[src/hdl/card_host_pkg.sv]
package card_host_pkg;
  // ==========================================
  // register offsets
  localparam logic [7:0] MODE_OFS   = 8'h04;
  localparam logic [7:0] DTO_OFS    = 8'h08;
  localparam logic [7:0] SLOT_OFS   = 8'h0C;
  localparam logic [7:0] ARG_OFS    = 8'h10;
  localparam logic [7:0] CMD_OFS    = 8'h14;
  localparam logic [7:0] BLK_OFS    = 8'h18;
  localparam logic [7:0] STATUS_OFS = 8'h40;
  // ==========================================
  // reset values
  localparam logic [31:0] ZERO_RESET = 32'h0000_0000;
  localparam logic [15:0] HALF_RESET = 16'h0000;
  // ==========================================
  // field positions
  localparam int RD_HOLD_BIT   = 11;
  localparam int WR_HOLD_BIT   = 12;
  localparam int DMA_BYTE_BIT  = 13;
  localparam int PAD_SEL_BIT   = 14;
  localparam int DMA_MODE_BIT  = 15;
  localparam int BLK_LEN_LSB   = 16;
  localparam int DTO_CYC_LSB   = 0;
  localparam int DTO_MUL_LSB   = 4;
  localparam int SLOT_LSB      = 0;
  localparam int BUS_BIT       = 7;
  localparam int IDX_LSB       = 0;
  localparam int RSP_LSB       = 6;
  localparam int SPC_LSB       = 8;
  localparam int OD_BIT        = 11;
  localparam int LAT_BIT       = 12;
  localparam int TRC_LSB       = 16;
  localparam int DIR_BIT       = 18;
  localparam int KIND_LSB      = 19;
  localparam int SDIO_SR_LSB   = 24;
  localparam int DONE_BIT      = 0;
  localparam int RTO_BIT       = 20;
  localparam int DATA_TIMEOUT_ERROR_BIT      = 22;
  localparam int OVR_BIT       = 30;
  localparam int UNR_BIT       = 31;
  // ==========================================
  // codes
  localparam logic [2:0] SPC_NONE   = 3'h0;
  localparam logic [2:0] SPC_INIT   = 3'h1;
  localparam logic [2:0] SPC_SYNC   = 3'h2;
  localparam logic [2:0] SPC_INT    = 3'h4;
  localparam logic [2:0] SPC_INTRSP = 3'h5;
  localparam logic [1:0] RSP_NONE   = 2'h0;
  localparam logic [2:0] KIND_SDIO_BYTE = 3'h4;
  localparam logic [7:0] PAD_LOW    = 8'h00;
  localparam logic [7:0] PAD_HIGH   = 8'hFF;
  // ==========================================
  // timing, in card clock cycles
  localparam logic [6:0] INIT_CYCLES = 7'h4A;
  localparam logic [6:0] LAT_SHORT   = 7'h05;
  localparam logic [6:0] LAT_LONG    = 7'h40;
  // ==========================================
  // command sequencer states
  typedef enum logic [4:0] {
    IDLE = 5'b00001,
    INIT = 5'b00010,
    SYNC = 5'b00100,
    SEND = 5'b01000,
    RESP = 5'b10000
  } seq_state_type;
endpackage

[src/hdl/card_host_interface.sv]
// Decided for this implementation: the strobed register port and the address map.
`timescale 1ns/1ns
// Function
// read flow hold stops card clock in reads while fifo full
// write flow hold stops card clock in writes while fifo full
// dma byte mode clear moves words, set moves bytes
// write padding byte is 0x00 or 0xFF by pad select bit
// dma mode clears underrun and overrun after dma completion; off disables dma
// software keeps block length bits 16 and 17 zero without byte mode
// block length is one store seen through mode and block registers
// sdio byte transfers ignore block length
// data timeout is cycle count times multiplier chosen by code
// elapsed data timeout sets data timeout error flag
// slot select 00 slot a, 01 slot b, others reserved
// bus width bit picks one or four data lines
// command writes ignored while command done flag is zero
// after interrupt command only interrupt response write accepted
// command index sent; response kind none, 48 or 136 bits
// special code 001 issues 74 card clock init cycles
// special code 010 waits end of data block before sending
// codes 100 and 101 interrupt command and response; 000 none
// command line push pull or open drain by select bit
// response latency at most 5 or 64 cycles by select bit
// sdio code marks ordinary, suspend or resume command
// transfer control, direction and kind passed with command
// block register: count low half, shared length high half
// command done flag set after send, cleared by command write
module card_host_interface (
  input  wire logic        clock_i,
  input  wire logic        rst_i,
  input  wire logic [7:0]  reg_addr_i,
  input  wire logic [31:0] reg_wdata_i,
  input  wire logic        reg_wr_i,
  input  wire logic        reg_rd_i,
  output logic      [31:0] reg_rdata_o,
  input  wire logic        card_clk_i,
  input  wire logic        fifo_full_i,
  input  wire logic        xfer_active_i,
  input  wire logic        data_wait_i,
  input  wire logic        block_end_i,
  input  wire logic        cmd_sent_i,
  input  wire logic        resp_start_i,
  input  wire logic        dma_done_i,
  input  wire logic        underrun_i,
  input  wire logic        overrun_i,
  output logic             card_clk_halt_o,
  output logic             dma_en_o,
  output logic             dma_byte_mode_o,
  output logic      [7:0]  pad_byte_o,
  output logic      [15:0] block_length_o,
  output logic      [15:0] block_or_byte_count_o,
  output logic      [1:0]  card_slot_select_o,
  output logic             card_bus_width_o,
  output logic             cmd_start_o,
  output logic             init_seq_o,
  output logic      [5:0]  command_index_o,
  output logic      [31:0] command_argument_value_o,
  output logic      [1:0]  response_kind_o,
  output logic             open_drain_select_o,
  output logic      [1:0]  transfer_control_o,
  output logic             transfer_direction_o,
  output logic      [2:0]  transfer_kind_o,
  output logic      [1:0]  sdio_suspend_resume_code_o,
  output logic             command_done_flag_o,
  output logic             data_timeout_error_o
);

  typedef struct packed {
    card_host_pkg::seq_state_type state;
    logic [15:0] mode;
    logic [15:0] block_length;
    logic [6:0]  dto;
    logic [1:0]  slot;
    logic        bus;
    logic [31:0] arg;
    logic [31:0] cmd;
    logic [15:0] count;
    logic        done;
    logic        int_pend;
    logic        dto_err;
    logic        resp_to;
    logic        under;
    logic        over;
    logic        clk_s1;
    logic        clk_s2;
    logic        clk_s3;
    logic [6:0]  edges;
    logic [23:0] to_cnt;
    logic [31:0] rdata;
    logic        start;
    logic        halt;
    logic [7:0]  pad;
    logic [15:0] len_out;
  } state_type;

  state_type s;
  state_type next_s;

  // ==========================================
  // helpers
  function automatic logic [23:0] dto_limit(input logic [6:0] f);
    logic [23:0] m;
    m = 24'h00_0001;
    case (f[6:4])
      3'h0: m = 24'h00_0001;
      3'h1: m = 24'h00_0010;
      3'h2: m = 24'h00_0080;
      3'h3: m = 24'h00_0100;
      3'h4: m = 24'h00_0400;
      3'h5: m = 24'h00_1000;
      3'h6: m = 24'h01_0000;
      default: m = 24'h10_0000;
    endcase
    dto_limit = m * {20'h0_0000, f[3:0]};
  endfunction

  function automatic logic hit(input logic [7:0] a, input logic [7:0] o);
    hit = (a == o);
  endfunction

  logic        card_edge;
  logic        cmd_ok;
  logic [2:0]  new_spc;
  logic [6:0]  lat_max;

  // ==========================================
  // next state
  always_comb begin
    next_s = s;
    card_edge = s.clk_s2 & ~s.clk_s3;
    new_spc = reg_wdata_i[card_host_pkg::SPC_LSB +: 3];
    lat_max = s.cmd[card_host_pkg::LAT_BIT] ? card_host_pkg::LAT_LONG
                                            : card_host_pkg::LAT_SHORT;
    cmd_ok = reg_wr_i && hit(reg_addr_i, card_host_pkg::CMD_OFS) && s.done
             && (!s.int_pend || new_spc == card_host_pkg::SPC_INTRSP);
    next_s.clk_s1 = card_clk_i;
    next_s.clk_s2 = s.clk_s1;
    next_s.clk_s3 = s.clk_s2;
    next_s.start = 1'b0;
    next_s.rdata = card_host_pkg::ZERO_RESET;

    if (reg_wr_i) begin
      if (hit(reg_addr_i, card_host_pkg::MODE_OFS)) begin
        next_s.mode = reg_wdata_i[15:0];
        next_s.block_length = reg_wdata_i[31:16];
      end
      if (hit(reg_addr_i, card_host_pkg::DTO_OFS)) begin
        next_s.dto = reg_wdata_i[6:0];
      end
      if (hit(reg_addr_i, card_host_pkg::SLOT_OFS)) begin
        next_s.slot = reg_wdata_i[card_host_pkg::SLOT_LSB +: 2];
        next_s.bus = reg_wdata_i[card_host_pkg::BUS_BIT];
      end
      if (hit(reg_addr_i, card_host_pkg::ARG_OFS)) begin
        next_s.arg = reg_wdata_i;
      end
      if (hit(reg_addr_i, card_host_pkg::BLK_OFS)) begin
        next_s.count = reg_wdata_i[15:0];
        next_s.block_length = reg_wdata_i[31:16];
      end
    end

    if (reg_rd_i) begin
      case (reg_addr_i)
        card_host_pkg::MODE_OFS: next_s.rdata = {s.block_length, s.mode};
        card_host_pkg::DTO_OFS:  next_s.rdata = {25'h000_0000, s.dto};
        card_host_pkg::SLOT_OFS: next_s.rdata = {24'h00_0000, s.bus, 5'h00, s.slot};
        card_host_pkg::ARG_OFS:  next_s.rdata = s.arg;
        card_host_pkg::BLK_OFS:  next_s.rdata = {s.block_length, s.count};
        card_host_pkg::STATUS_OFS: begin
          next_s.rdata[card_host_pkg::DONE_BIT] = s.done;
          next_s.rdata[card_host_pkg::RTO_BIT]  = s.resp_to;
          next_s.rdata[card_host_pkg::DATA_TIMEOUT_ERROR_BIT] = s.dto_err;
          next_s.rdata[card_host_pkg::OVR_BIT]  = s.over;
          next_s.rdata[card_host_pkg::UNR_BIT]  = s.under;
        end
        default: next_s.rdata = card_host_pkg::ZERO_RESET;
      endcase
    end

    // reading status clears the timeout flags; a new timeout wins
    if (reg_rd_i && hit(reg_addr_i, card_host_pkg::STATUS_OFS)) begin
      next_s.dto_err = 1'b0;
      next_s.resp_to = 1'b0;
    end

    // data timeout restarts whenever no block is awaited
    if (!data_wait_i) begin
      next_s.to_cnt = 24'h00_0000;
    end else if (s.to_cnt >= dto_limit(s.dto)) begin
      next_s.dto_err = 1'b1;
    end else begin
      next_s.to_cnt = s.to_cnt + 24'h00_0001;
    end

    if (s.mode[card_host_pkg::DMA_MODE_BIT] && dma_done_i) begin
      next_s.under = 1'b0;
      next_s.over = 1'b0;
    end
    if (underrun_i) begin
      next_s.under = 1'b1;
    end
    if (overrun_i) begin
      next_s.over = 1'b1;
    end

    // flow hold trades bandwidth for never losing fifo data
    next_s.halt = fifo_full_i && xfer_active_i &&
                  (s.cmd[card_host_pkg::DIR_BIT] ? s.mode[card_host_pkg::RD_HOLD_BIT]
                                                 : s.mode[card_host_pkg::WR_HOLD_BIT]);
    next_s.pad = next_s.mode[card_host_pkg::PAD_SEL_BIT] ? card_host_pkg::PAD_HIGH
                                                         : card_host_pkg::PAD_LOW;
    case (s.state)
      card_host_pkg::IDLE: begin
        if (cmd_ok) begin
          next_s.cmd = reg_wdata_i;
          next_s.done = 1'b0;
          next_s.edges = 7'h00;
          if (new_spc == card_host_pkg::SPC_INTRSP) begin
            next_s.int_pend = 1'b0;
          end
          if (new_spc == card_host_pkg::SPC_INT) begin
            next_s.int_pend = 1'b1;
          end
          if (new_spc == card_host_pkg::SPC_INIT) begin
            next_s.state = card_host_pkg::INIT;
          end else if (new_spc == card_host_pkg::SPC_SYNC) begin
            next_s.state = card_host_pkg::SYNC;
          end else begin
            next_s.state = card_host_pkg::SEND;
            next_s.start = 1'b1;
          end
        end
      end
      card_host_pkg::INIT: begin
        if (card_edge) begin
          next_s.edges = s.edges + 7'h01;
          if (s.edges == card_host_pkg::INIT_CYCLES - 7'h01) begin
            next_s.state = card_host_pkg::IDLE;
            next_s.done = 1'b1;
          end
        end
      end
      card_host_pkg::SYNC: begin
        if (block_end_i) begin
          next_s.state = card_host_pkg::SEND;
          next_s.start = 1'b1;
        end
      end
      card_host_pkg::SEND: begin
        if (cmd_sent_i) begin
          next_s.edges = 7'h00;
          if (s.cmd[card_host_pkg::RSP_LSB +: 2] == card_host_pkg::RSP_NONE) begin
            next_s.state = card_host_pkg::IDLE;
            next_s.done = 1'b1;
          end else begin
            next_s.state = card_host_pkg::RESP;
          end
        end
      end
      card_host_pkg::RESP: begin
        if (resp_start_i) begin
          next_s.state = card_host_pkg::IDLE;
          next_s.done = 1'b1;
        end else if (card_edge) begin
          next_s.edges = s.edges + 7'h01;
          if (s.edges == lat_max - 7'h01) begin
            next_s.state = card_host_pkg::IDLE;
            next_s.done = 1'b1;
            next_s.resp_to = 1'b1;
          end
        end
      end
      default: next_s.state = card_host_pkg::IDLE;
    endcase

    // after the sequencer, so a newly accepted kind masks the length at once
    next_s.len_out = (next_s.cmd[card_host_pkg::KIND_LSB +: 3] ==
                      card_host_pkg::KIND_SDIO_BYTE) ? card_host_pkg::HALF_RESET
                                                     : next_s.block_length;
  end

  // ==========================================
  // registers
  always_ff @(posedge clock_i) begin
    if (rst_i) begin
      s <= '0;
      s.state <= card_host_pkg::IDLE;
      s.done <= 1'b1;
      s.block_length <= card_host_pkg::HALF_RESET;
    end else begin
      s <= next_s;
    end
  end

  // ==========================================
  // outputs
  assign reg_rdata_o = s.rdata;
  assign card_clk_halt_o = s.halt;
  assign dma_en_o = s.mode[card_host_pkg::DMA_MODE_BIT];
  assign dma_byte_mode_o = s.mode[card_host_pkg::DMA_BYTE_BIT];
  assign pad_byte_o = s.pad;
  assign block_length_o = s.len_out;
  assign block_or_byte_count_o = s.count;
  assign card_slot_select_o = s.slot;
  assign card_bus_width_o = s.bus;
  assign cmd_start_o = s.start;
  assign init_seq_o = s.state[1];
  assign command_index_o = s.cmd[card_host_pkg::IDX_LSB +: 6];
  assign command_argument_value_o = s.arg;
  assign response_kind_o = s.cmd[card_host_pkg::RSP_LSB +: 2];
  assign open_drain_select_o = s.cmd[card_host_pkg::OD_BIT];
  assign transfer_control_o = s.cmd[card_host_pkg::TRC_LSB +: 2];
  assign transfer_direction_o = s.cmd[card_host_pkg::DIR_BIT];
  assign transfer_kind_o = s.cmd[card_host_pkg::KIND_LSB +: 3];
  assign sdio_suspend_resume_code_o = s.cmd[card_host_pkg::SDIO_SR_LSB +: 2];
  assign command_done_flag_o = s.done;
  assign data_timeout_error_o = s.dto_err;

  // ==========================================
  // checks
  logic cmd_wr;
  assign cmd_wr = reg_wr_i && reg_addr_i == card_host_pkg::CMD_OFS;

  property p_read_hold;
    @(posedge clock_i) disable iff (rst_i)
    fifo_full_i && xfer_active_i && s.cmd[card_host_pkg::DIR_BIT]
      && s.mode[card_host_pkg::RD_HOLD_BIT] |=> card_clk_halt_o;
  endproperty
  a_read_hold: assert property (p_read_hold) else $error("read hold missing");

  property p_write_hold;
    @(posedge clock_i) disable iff (rst_i)
    fifo_full_i && xfer_active_i && !s.cmd[card_host_pkg::DIR_BIT]
      && s.mode[card_host_pkg::WR_HOLD_BIT] |=> card_clk_halt_o;
  endproperty
  a_write_hold: assert property (p_write_hold) else $error("write hold missing");

  property p_pad;
    @(posedge clock_i) disable iff (rst_i)
    ##1 pad_byte_o == (s.mode[card_host_pkg::PAD_SEL_BIT] ? 8'hFF : 8'h00);
  endproperty
  a_pad: assert property (p_pad) else $error("pad byte wrong");

  property p_flags_clear;
    @(posedge clock_i) disable iff (rst_i)
    dma_en_o && dma_done_i && !underrun_i && !overrun_i |=> !s.under && !s.over;
  endproperty
  a_flags_clear: assert property (p_flags_clear) else $error("flags kept");

  property p_sdio_len;
    @(posedge clock_i) disable iff (rst_i)
    transfer_kind_o == card_host_pkg::KIND_SDIO_BYTE |-> block_length_o == 16'h0000;
  endproperty
  a_sdio_len: assert property (p_sdio_len) else $error("length not ignored");

  property p_protect;
    @(posedge clock_i) disable iff (rst_i)
    cmd_wr && !command_done_flag_o |=> $stable(s.cmd);
  endproperty
  a_protect: assert property (p_protect) else $error("busy command changed");

  property p_int_only;
    @(posedge clock_i) disable iff (rst_i)
    cmd_wr && s.int_pend && reg_wdata_i[10:8] != card_host_pkg::SPC_INTRSP |=> $stable(s.cmd);
  endproperty
  a_int_only: assert property (p_int_only) else $error("interrupt lock broken");

  property p_done_clear;
    @(posedge clock_i) disable iff (rst_i)
    cmd_wr && command_done_flag_o && !s.int_pend |=> !command_done_flag_o;
  endproperty
  a_done_clear: assert property (p_done_clear) else $error("done not cleared");

  property p_timeout;
    @(posedge clock_i) disable iff (rst_i)
    data_wait_i && s.to_cnt >= dto_limit(s.dto) |=> data_timeout_error_o;
  endproperty
  a_timeout: assert property (p_timeout) else $error("timeout not flagged");

  property p_start_pulse;
    @(posedge clock_i) disable iff (rst_i)
    cmd_start_o |=> !cmd_start_o;
  endproperty
  a_start_pulse: assert property (p_start_pulse) else $error("start too long");

  c_init: cover property (@(posedge clock_i) disable iff (rst_i) $fell(init_seq_o));
  c_resp: cover property (@(posedge clock_i) disable iff (rst_i)
    s.state == card_host_pkg::RESP ##1 s.state == card_host_pkg::IDLE);
  c_dto: cover property (@(posedge clock_i) disable iff (rst_i) $rose(data_timeout_error_o));
endmodule

[config.mk]
export PLATFORM = sky130hd
export DESIGN_NAME = card_host_interface
export DESIGN_NICKNAME = d
export VERILOG_FILES = /design/src/hdl/card_host_pkg.sv /design/src/hdl/card_host_interface.sv
export SDC_FILE = /design/constraint.sdc
export NUM_CORES = 1
export LEC_CHECK = 0
export ABC_AREA = 1
export BUFFER_PORTS_ARGS = -buffer_cell sky130_fd_sc_hd__clkbuf_2
export CORE_UTILIZATION = 51
export DETAILED_ROUTE_END_ITERATION = 7
export PLACE_DENSITY = 0.77
export REMOVE_ABC_BUFFERS = 1
export SKIP_LAST_GASP = 1
export SLEW_MARGIN = 10
export SYNTH_ARGS = -nofsm -noshare
export SYNTH_HDL_FRONTEND = slang
export SYNTH_SLANG_ARGS = --single-unit
[constraint.sdc]
create_clock -name clock_i -period 3.9 [get_ports clock_i]
set_input_delay 0.195 -clock clock_i [delete_from_list [all_inputs] [get_ports clock_i]]
set_output_delay 0.195 -clock clock_i [all_outputs]
set_load 0.02 [all_outputs]
Word level (Yosys, flattened, before mapping). Cells that the tools add are included.

Add/sub/neg operators: 3. $mul: 1. Magnitude comparators: 1. Equality and inequality tests: 34. Multiplexer cells: 63. Bitwise logic cells: 4. Reductions and logical operators: 29.

Operator list (number): one-hot mux 21 bit (7 select lines) (1); one-hot mux 19 bit (5 select lines) (1); 2-to-1 mux 73 bit (1); 2-to-1 mux 5 bit (9); 2-to-1 mux 22 bit (2); 2-to-1 mux 7 bit (6); 2-to-1 mux 32 bit (1); 2-to-1 mux 31 bit (1); one-hot mux 7 bit (4 select lines) (1); one-hot mux 5 bit (5 select lines) (1); adder 24 x 1 -> 24 bit (second input constant) (1); == test 8 x 5 -> 1 bit (second input constant) (3); >= comparator 24 bit (1); multiplier 24 x 4 -> 24 bit (1); 2-to-1 mux 24 bit (1); 2-to-1 mux 1 bit (22); == test 3 bit (second input constant) (6); == test 8 x 4 -> 1 bit (second input constant) (2); 2-to-1 mux 16 bit (1); != test 2 bit (second input constant) (7); one-hot mux 7 bit (2 select lines) (1); AND reduction 2 bit (6); == test 3 x 2 -> 1 bit (second input constant) (3); == test 8 x 3 -> 1 bit (second input constant) (1); 35 further kinds (55).

Register bits: 219. Bits of input ports: 54. Output and inout port bits: 131. Logic and storage cells: 162.

Logic depth before layout (Yosys ltp). Gate-level depths: netlist of the first run.

Word-level depth: 8. Mapped depth: 27. Gate-level depth less buffers: 26.

Least setup slack after synthesis of the first run. Ideal clock, no wire load.

Path type: reg-to-reg. Start: register s[187] (netlist bit). End: register s[65] (netlist bit). Library setup time: 132 ps. Arrival: 3616 ps. Data required time: 3768 ps. Path slack: 151 ps. Stages on the path, launching flop included: 24. Path buffers: 1. Clock period less this slack: 3749 ps. Cells stage by stage: dfxtp_1 inv_1 nand3_1 nor2_1 ha_1 fa_1 ha_1 nand4_1 o21ai_0 nand2_1 nand2_1 nand2_1 o21ai_0 inv_1 ha_1 nand2_1 nor2_1 nand4_1 a21oi_1 nor2_1 nand2_1 buf_2 nand2_1 a21oi_1.

Cells in the longest elaborated chain, start to end: 5.

RTL lines: start, declared (line card_host_interface.sv:96) `state_type s;`; start signal, assigned (line card_host_interface.sv:292) `s <= next_s;`; == test 3 bit, or another cell as far along (line card_host_interface.sv:104) `case (f[6:4])`; one-hot mux 21 bit (7 select lines) (*) (line card_host_interface.sv:104); 2-to-1 mux 24 bit (*) (line card_host_interface.sv:188) `if (!data_wait_i) begin`; multiplier 24 x 4 -> 24 bit (*) (line card_host_interface.sv:114) `dto_limit = m * {20'h0_0000, f[3:0]};`; >= comparator 24 bit (*) (line card_host_interface.sv:190) `end else if (s.to_cnt >= dto_limit(s.dto)) begin`.

Mark *: on every way between the ends. The rest lies on a longest branch, timed or not. The select of a mux whose other input is x is not followed. A chain may end at the register's enable or synchronous reset.

Worst setup path after layout of the first run.
Start: register s[187] (netlist bit). End: register s[78] (netlist bit).

The elaborated chain is that of the path after synthesis.

==> results of run 1 <==
[layer usage]
layer | share of wire | wire (um) | up-vias | global-route usage
met4 | 0.049 | 1430 | 0 | 0.141
met3 | 0.076 | 2200 | 87 | 0.0553
li1 | - | - | 4768 | -
met1 | 0.44 | 12700 | 4500 | 0.349
met5 | 0 | 0 | - | 0
met2 | 0.44 | 12800 | 429 | 0.412
[what timing repair did]
| action | 4_1_cts | 5_1_grt |
|---|---|---|
| cloned | 0 | 4 |
| buffers inserted | 0 | 1 |
| pin swaps | 0 | 13 |
| hold buffers | 36 | 0 |
| gates resized for setup | 3 | 67 |
| hold endpoints to repair | 74 | 0 |
| endpoints found under the setup margin | 25 | 25 |
[worst paths after layout]
path / to / slack [ps] / cells past startpoint
worst min register to register: next_s[89]$_SDFF_PP0_ / 400 / 2
worst max register to register: s[78]$_SDFFE_PP0N_ / 130 / 24
worst max-delay path: s[78]$_SDFFE_PP0N_ / 130 / 24
worst min-delay path: command_index_o[0]$_SDFFE_PP0P_ / 20 / 3
[power breakdown]
group          switching [mW]  internal [mW]  leakage (nW)
combinational           0.371          0.199          3.31
sequential             0.0595           2.12          1.64
clock                   0.875           1.22         0.360
[tightest hold or removal path: stages]
cell and delay [ps]:
clkbuf_2 110, o21ai_0 90, a21oi_1 120
[registers in the layout, indices dropped and copies added, names as in the netlist, 2 cells and up]
signal	cells
s	77
command_argument_value_o	32
reg_rdata_o	32
block_length_o	16
block_or_byte_count_o	16
command_index_o	6
transfer_kind_o	3
card_slot_select_o	2
next_s	2
response_kind_o	2
sdio_suspend_resume_code_o	2
transfer_control_o	2
[cell type report]
class / instances / area, um^2
Clock buffer: 32 / 639
Clock inverter: 8 / 83.8
Fill cell: 1745 / 7650
Inverter: 135 / 509
Multi-Input combinational cell: 938 / 4950
Sequential cell: 203 / 4080
Tap cell: 265 / 332
Timing Repair Buffer: 246 / 1540
[cell usage in the layout (no fill, tap or decap), types with 7 or more instances in the layout]
master / instances
a22oi_1: 16
nor2_2: 9
ha_1: 36
nand4_1: 11
buf_4: 19
nand3_1: 58
xnor2_1: 11
clkbuf_16: 25
xor2_1: 15
nand2_1: 237
nand2_2: 9
dlygate4sd3_1: 36
o21ai_1: 7
a21oi_2: 10
o21ai_0: 110
a21oi_1: 135
clkbuf_2: 184
dfxtp_1: 199
nand3b_1: 10
nor2_1: 207
inv_1: 127
[Yosys cell counts (all sizes together) (3+ instances only)]
master / instances / area [um^2]
inv: 133 / 499
xnor2: 11 / 96.3
clkbuf: 32 / 120
dfxtp: 203 / 4060
nand4: 11 / 68.8
a22oi: 16 / 120
nand3b: 10 / 75.1
o21ai: 119 / 596
a21oi: 145 / 726
fa: 3 / 60.1
ha: 41 / 513
xor2: 15 / 131
nand2: 252 / 956
a221oi: 5 / 43.8
buf: 140 / 1020
nand3: 64 / 330
nor2: 221 / 855
o22ai: 3 / 18.8
nor3: 6 / 30.0
[cell families (layout without fill, tap and decap cells)]
family	Yosys count	in the layout	share of synthesized area
simple gates	570	570	0.226
buf+inv	307	421	0.157
compound gates	298	298	0.151
flops	203	203	0.389
fa+ha+maj	44	44	0.0549
xor+xnor	26	26	0.0218
[through the flow]
| stage | util | area (um^2) | instances |
|---|---|---|---|
| global placement | 0.543 | 10700 | 1746 |
| finish | 0.613 | 12100 | 1827 |
| CTS | 0.598 | 11800 | 1822 |
| floorplan | - | 9310 | 1276 |
| detailed placement | 0.543 | 10700 | 1746 |
| global route | 0.613 | 12100 | 1827 |
==> impl_metrics.env, run 1 <==
export IMPL_cp_required_ps=4360
export IMPL_critical_path_arrival_ps=4230
export IMPL_cts_tree="done"
export IMPL_setup_violations=0
export IMPL_insertion_delay_ps=530
export IMPL_path_clk_slew_ps=60
export IMPL_wire_per_inst_um=15.9
export IMPL_yosysSeqAreaShare=0.389
export IMPL_slew_viol_final=0
export IMPL_num_vias=9784
export IMPL_syn_to_final_growth_pct=16.1
export IMPL_skew_ps=9.71
export IMPL_p_leak_nw=5.31
export IMPL_total_power_mw=4.84
export IMPL_drtIter0Drc=657
export IMPL_fin_nets=1645
export IMPL_drc=0
export IMPL_grt_pass1_wl_um=46100
export IMPL_row_count=51
export IMPL_async_flop_share=0
export IMPL_hold_viol_final=0
export IMPL_whs_ps=23.4
export IMPL_start_util=0.528
export IMPL_hold_class="in -> reg"
export IMPL_syn_area_per_cell_um2=7.21
export IMPL_port_buffers=184
export IMPL_worst_pin_slew_ps=1150
export IMPL_floorplan_die_height_um=145
export IMPL_timing_rr_start="s[187]$_SDFFE_PP0P_"
export IMPL_outcome="finished, final reports clean"
export IMPL_n_antenna_cell=0
export IMPL_cts_sinks=203
export IMPL_timing_fmax_mhz=265
export IMPL_worstPathCellList="inv_2 -> nand3_2 -> nor2_1 -> ha_2 -> fa_1 -> ha_4 -> nand2_2 -> o21a_1 -> o21ai_2 -> nand2_1 -> nand2_2 -> nand2_2 -> o21ai_2 -> inv_2 -> ha_4 -> nand2_2 -> nor2_2 -> nand4_1 -> a21oi_2 -> nor2_4 -> nand2_4 -> clkbuf_16 -> nand2_1 -> a21oi_1"
export IMPL_hp_start="reg_wdata_i[0]"
export IMPL_io_pins=185
export IMPL_synth_flop_cell="dfxtp_1"
export IMPL_crit_family="adder cells"
export IMPL_setup_slack_ps=128
export IMPL_synth_edf_count=0
export IMPL_cpPeakStageDelay_ps=440
export IMPL_ys_ff_latch=203
export IMPL_gp_congestion=0.939
export IMPL_drive_above_1_share=0.198
export IMPL_synthesis_instances=1448
export IMPL_cp_startpoint="s[187]$_SDFFE_PP0P_"
export IMPL_grt_pass1_vias=9176
export IMPL_final_period_utilization=0.967
export IMPL_setup_tns_ps=0
export IMPL_fp_dieW_um=145
export IMPL_vdd_drop_max_uv=343
export IMPL_critPathSlowestCell="fa_1"
export IMPL_synth_cell_types=40
export IMPL_htreeDepth=1
export IMPL_detail_route_wirelength_um=29100
export IMPL_fin_crit_ps=3770
export IMPL_place_ws_ps=-29.4
export IMPL_rsz0062_at_grt="true"
export IMPL_path_class="reg -> reg"
export IMPL_die_area_um2=21100
export IMPL_critPathLaunchType="flip-flop"
export IMPL_synth_warnings=0
export IMPL_grt_overflow=0
export IMPL_viasPerCell=5.36
export IMPL_path_buf_inv=3
export IMPL_syn_cell_area_um2=10400
export IMPL_cts_root_buf="clkbuf_16"
export IMPL_max_cap_viol_count=0
export IMPL_numCtsBuffers=23
export IMPL_cp_end_kind="flip-flop"
export IMPL_worstPathMaxFanout=12
export IMPL_worst_path_most_repeated_cell="nand2_2"
export IMPL_ant_nets=0
export IMPL_dp_hpwl_um=19800
export IMPL_antenna_found_initial=0
export IMPL_maxSlewHeadroom=0.235
export IMPL_track_usage=0.267
export IMPL_core_area_um2=19800
export IMPL_cts_buffer_depth=3
export IMPL_p_per_area_nw_per_um2=399
export IMPL_grt_max_degree=49
export IMPL_drt_pass1_iter_count=5
No activity file was read; power rests on OpenSTA's default activity.
==> inputs of run 2 (changes only) <==
--- a/config.mk
+++ b/config.mk
@@ -5,12 +5,13 @@
 export SDC_FILE = /design/constraint.sdc
 export NUM_CORES = 1
 export LEC_CHECK = 0
-export ABC_AREA = 1
 export BUFFER_PORTS_ARGS = -buffer_cell sky130_fd_sc_hd__clkbuf_2
-export CORE_UTILIZATION = 51
+export CORE_UTILIZATION = 52
+export CTS_BUF_LIST = sky130_fd_sc_hd__clkbuf_8
 export DETAILED_ROUTE_END_ITERATION = 7
-export PLACE_DENSITY = 0.77
+export PLACE_DENSITY = 0.78
 export REMOVE_ABC_BUFFERS = 1
+export SETUP_SLACK_MARGIN = 0.15
 export SKIP_LAST_GASP = 1
 export SLEW_MARGIN = 10
 export SYNTH_ARGS = -nofsm -noshare
==> run 2 against run 1 <==
  * Largest power group unchanged
  * Wire length grew 6.5%
  * Register-to-register slack lost 820 ps
  * The run now ends with negative setup slack left
  * Flip-flop and latch count is the same
==> impl_metrics.env, run 2 <==
export IMPL_cts_root_buf="clkbuf_8"
export IMPL_nFillCells=1473
export IMPL_cts_sinks=203
export IMPL_synth_cell_types=67
export IMPL_io_pins=185
export IMPL_final_common_cell="nand2_1"
export IMPL_dp_cells=1545
export IMPL_reg2reg_to="s[77]$_SDFFE_PP0N_"
export IMPL_post_route_util=0.670
export IMPL_yosysSeqAreaShare=0.402
export IMPL_grt_overflow=0
export IMPL_gp_congestion=0.870
export IMPL_ys_ff_latch=203
export IMPL_fin_crit_ps=4590
export IMPL_fp_dieW_um=141
export IMPL_timing_fmax_mhz=218
export IMPL_synth_edf_count=0
export IMPL_grt_max_degree=75
export IMPL_cp_end_kind="flip-flop"
export IMPL_max_cap_viol_count=0
export IMPL_grt_pass1_vias=9230
export IMPL_timing_rr_start="s[185]$_SDFFE_PP0P_"
export IMPL_drtIter0Drc=824
export IMPL_place_ws_ps=-598
export IMPL_critical_path_arrival_ps=4990
export IMPL_worst_pin_slew_ps=1080
export IMPL_vdd_drop_max_uv=298
export IMPL_largest_reg_flops=77
export IMPL_num_vias=9817
export IMPL_cp_required_ps=4300
export IMPL_start_util=0.535
export IMPL_ff_latch_area_um2=4080
export IMPL_hold_class="in -> reg"
export IMPL_setup_tns_ps=-13290
export IMPL_yosysTopAreaCell="dfxtp_1"
export IMPL_numCtsBuffers=35
export IMPL_critPathLaunchType="flip-flop"
export IMPL_total_power_mw=4.33
export IMPL_drc=0
export IMPL_wire_per_inst_um=18.5
export IMPL_row_count=50
export IMPL_synthesis_instances=1234
export IMPL_outcome="finished with violations"
export IMPL_htreeDepth=2
export IMPL_rsz0062_at_grt="true"
export IMPL_syn_area_per_cell_um2=8.19
export IMPL_drive_above_1_share=0.306
export IMPL_multi_input_area_um2=5200
export IMPL_n_antenna_cell=0
export IMPL_cts_tree="done"
export IMPL_port_buffers=184
export IMPL_hold_viol_final=0
export IMPL_async_flop_share=0
export IMPL_final_period_utilization=1.18
export IMPL_maxSlewHeadroom=0.281
export IMPL_hp_start="reg_wdata_i[1]"
export IMPL_top_register="s"
export IMPL_setup_violations=25
export IMPL_antenna_found_initial=0
export IMPL_path_class="reg -> reg"
export IMPL_synth_top_area_frac=0.402
export IMPL_finalNonFillerCells=1673
export IMPL_drt_pass1_iter_count=8
export IMPL_cts_buffer_depth=3
export IMPL_layout_common_cells="213 x nand2_1, 197 x dfxtp_1, 183 x clkbuf_2"
export IMPL_synth_most_common_cell="nand2_1"
export IMPL_violations="negative setup slack"
export IMPL_syn_cell_area_um2=10100
export IMPL_p_per_area_nw_per_um2=342
export IMPL_syn_to_final_growth_pct=25.4
export IMPL_grt_pass1_wl_um=46400
export IMPL_yosys_top_cells_count="219 x nand2_1, 203 x dfxtp_1, 152 x a21oi_1"
export IMPL_synth_area_leaders="dfxtp_1 40%, buf_4 9.1%, nand2_1 8.1%"
export IMPL_core_area_um2=18900
export IMPL_floorplan_die_height_um=141
export IMPL_path_clk_slew_ps=60
export IMPL_setup_slack_ps=-688
export IMPL_viasPerCell=5.87
export IMPL_ant_nets=0
export IMPL_track_usage=0.288
export IMPL_p_leak_nw=5.05
export IMPL_min_path_cells=3
export IMPL_dp_hpwl_um=19000
export IMPL_reg2reg_slack_ps=-690
export IMPL_synth_warnings=0
export IMPL_detail_route_wirelength_um=31000
export IMPL_insertion_delay_ps=530
export IMPL_skew_ps=24.5
export IMPL_slew_viol_final=0
export IMPL_worstPathMaxFanout=6
export IMPL_fin_nets=1494
export IMPL_synth_flop_cell="dfxtp_1"
export IMPL_min_to="s[205]$_SDFFE_PP0P_"
export IMPL_ff2ff_path_depth=24
export IMPL_die_area_um2=20000
[run 2: cell count changes in the layout (fill, tap and decap cells not counted), sizes merged, moves of 21 or more]
cell	change
nand2	-32
buf	+75
nor2	-121
or4	+23
mux2i	+21
o21ai	-96
nand3	-33
inv	-111
[run 2: worst max path at each step]
| stage | startpoint | end | slack, ps |
|---|---|---|---|
| 3_5_place_dp | s[187]$_SDFFE_PP0P_ | s[80]$_SDFFE_PP0N_ | -600 |
| 4_1_cts | s[185]$_SDFFE_PP0P_ | s[80]$_SDFFE_PP0N_ | -440 |
| 3_3_place_gp | s[187]$_SDFFE_PP0P_ | s[72]$_SDFFE_PP0N_ | -410 |
| 5_1_grt | s[185]$_SDFFE_PP0P_ | s[77]$_SDFFE_PP0N_ | -760 |
| 2_1_floorplan | s[187]$_SDFFE_PP0P_ | s[69]$_SDFFE_PP0N_ | -700 |
| 6_report | s[185]$_SDFFE_PP0P_ | s[77]$_SDFFE_PP0N_ | -690 |
[run 2: critical path, cell delays in order, from the launching register on]
cell      delay [ps]
dfxtp_4          360
buf_6            130
nand2b_4         150
nor2_4           110
ha_4             130
inv_2             30
fa_2             340
inv_2             80
ha_4             210
nor3b_4          160
o21ai_2          150
buf_4            120
buf_4             90
buf_4            100
buf_4            100
nand2_2           50
ha_2             170
a211o_1          310
a21oi_2          170
o211ai_1         140
o31a_1           380
buf_6            170
buf_16           130
or4_4            480
a21oi_1          220
[run 2: kinds of logic (layout without fill, tap and decap cells)]
| logic type | Yosys count | in the layout | share of synthesized area |
|---|---|---|---|
| adders and majority gates | 44 | 44 | 0.0567 |
| DFF | 203 | 203 | 0.402 |
| muxes | 21 | 21 | 0.0208 |
| AOI/OAI and AO/OA | 264 | 264 | 0.160 |
| xor gates and xnor gates | 7 | 7 | 0.00607 |
| and+or+nand+nor | 483 | 483 | 0.227 |
| buffers and inverters | 212 | 391 | 0.127 |
[run 2: timing repair]
item,CTS,global route
setup buffers,18,11
gates cloned,6,6
setup endpoints to repair,25,25
endpoints found under the hold margin,101,0
gates resized for setup,48,81
hold buffers,33,0
pin swaps,5,36
[run 2: area by class of cell]
type,count,share of cell area
clock buffers,44,0.0478
clock inverters,10,0.00474
inverters,17,0.00504
multi-input cells,819,0.411
flip-flops and latches,203,0.322
well taps,260,0.0257
repair buffers,320,0.184
[run 2: routing by layer]
metal / share of wire / GRT usage
met1: 0.39 / 0.348
met2: 0.48 / 0.485
met3: 0.090 / 0.0742
met4: 0.045 / 0.126
met5: 0 / 0
[run 2: power breakdown]
group | switching (mW) | internal (mW)
Clock | 0.863 | 1.01
Combinational | 0.206 | 0.129
Sequential | 0.0301 | 2.10
Total | 1.10 | 3.24
[run 2: stage by stage]
step	hold slack (ps)	instance area (um^2)
final	25.5	12700
after CTS	0.891	12100
after global routing	9.56	12700
after detailed placement	410	10600
after floorplan	264	8880
after global placement	401	10600
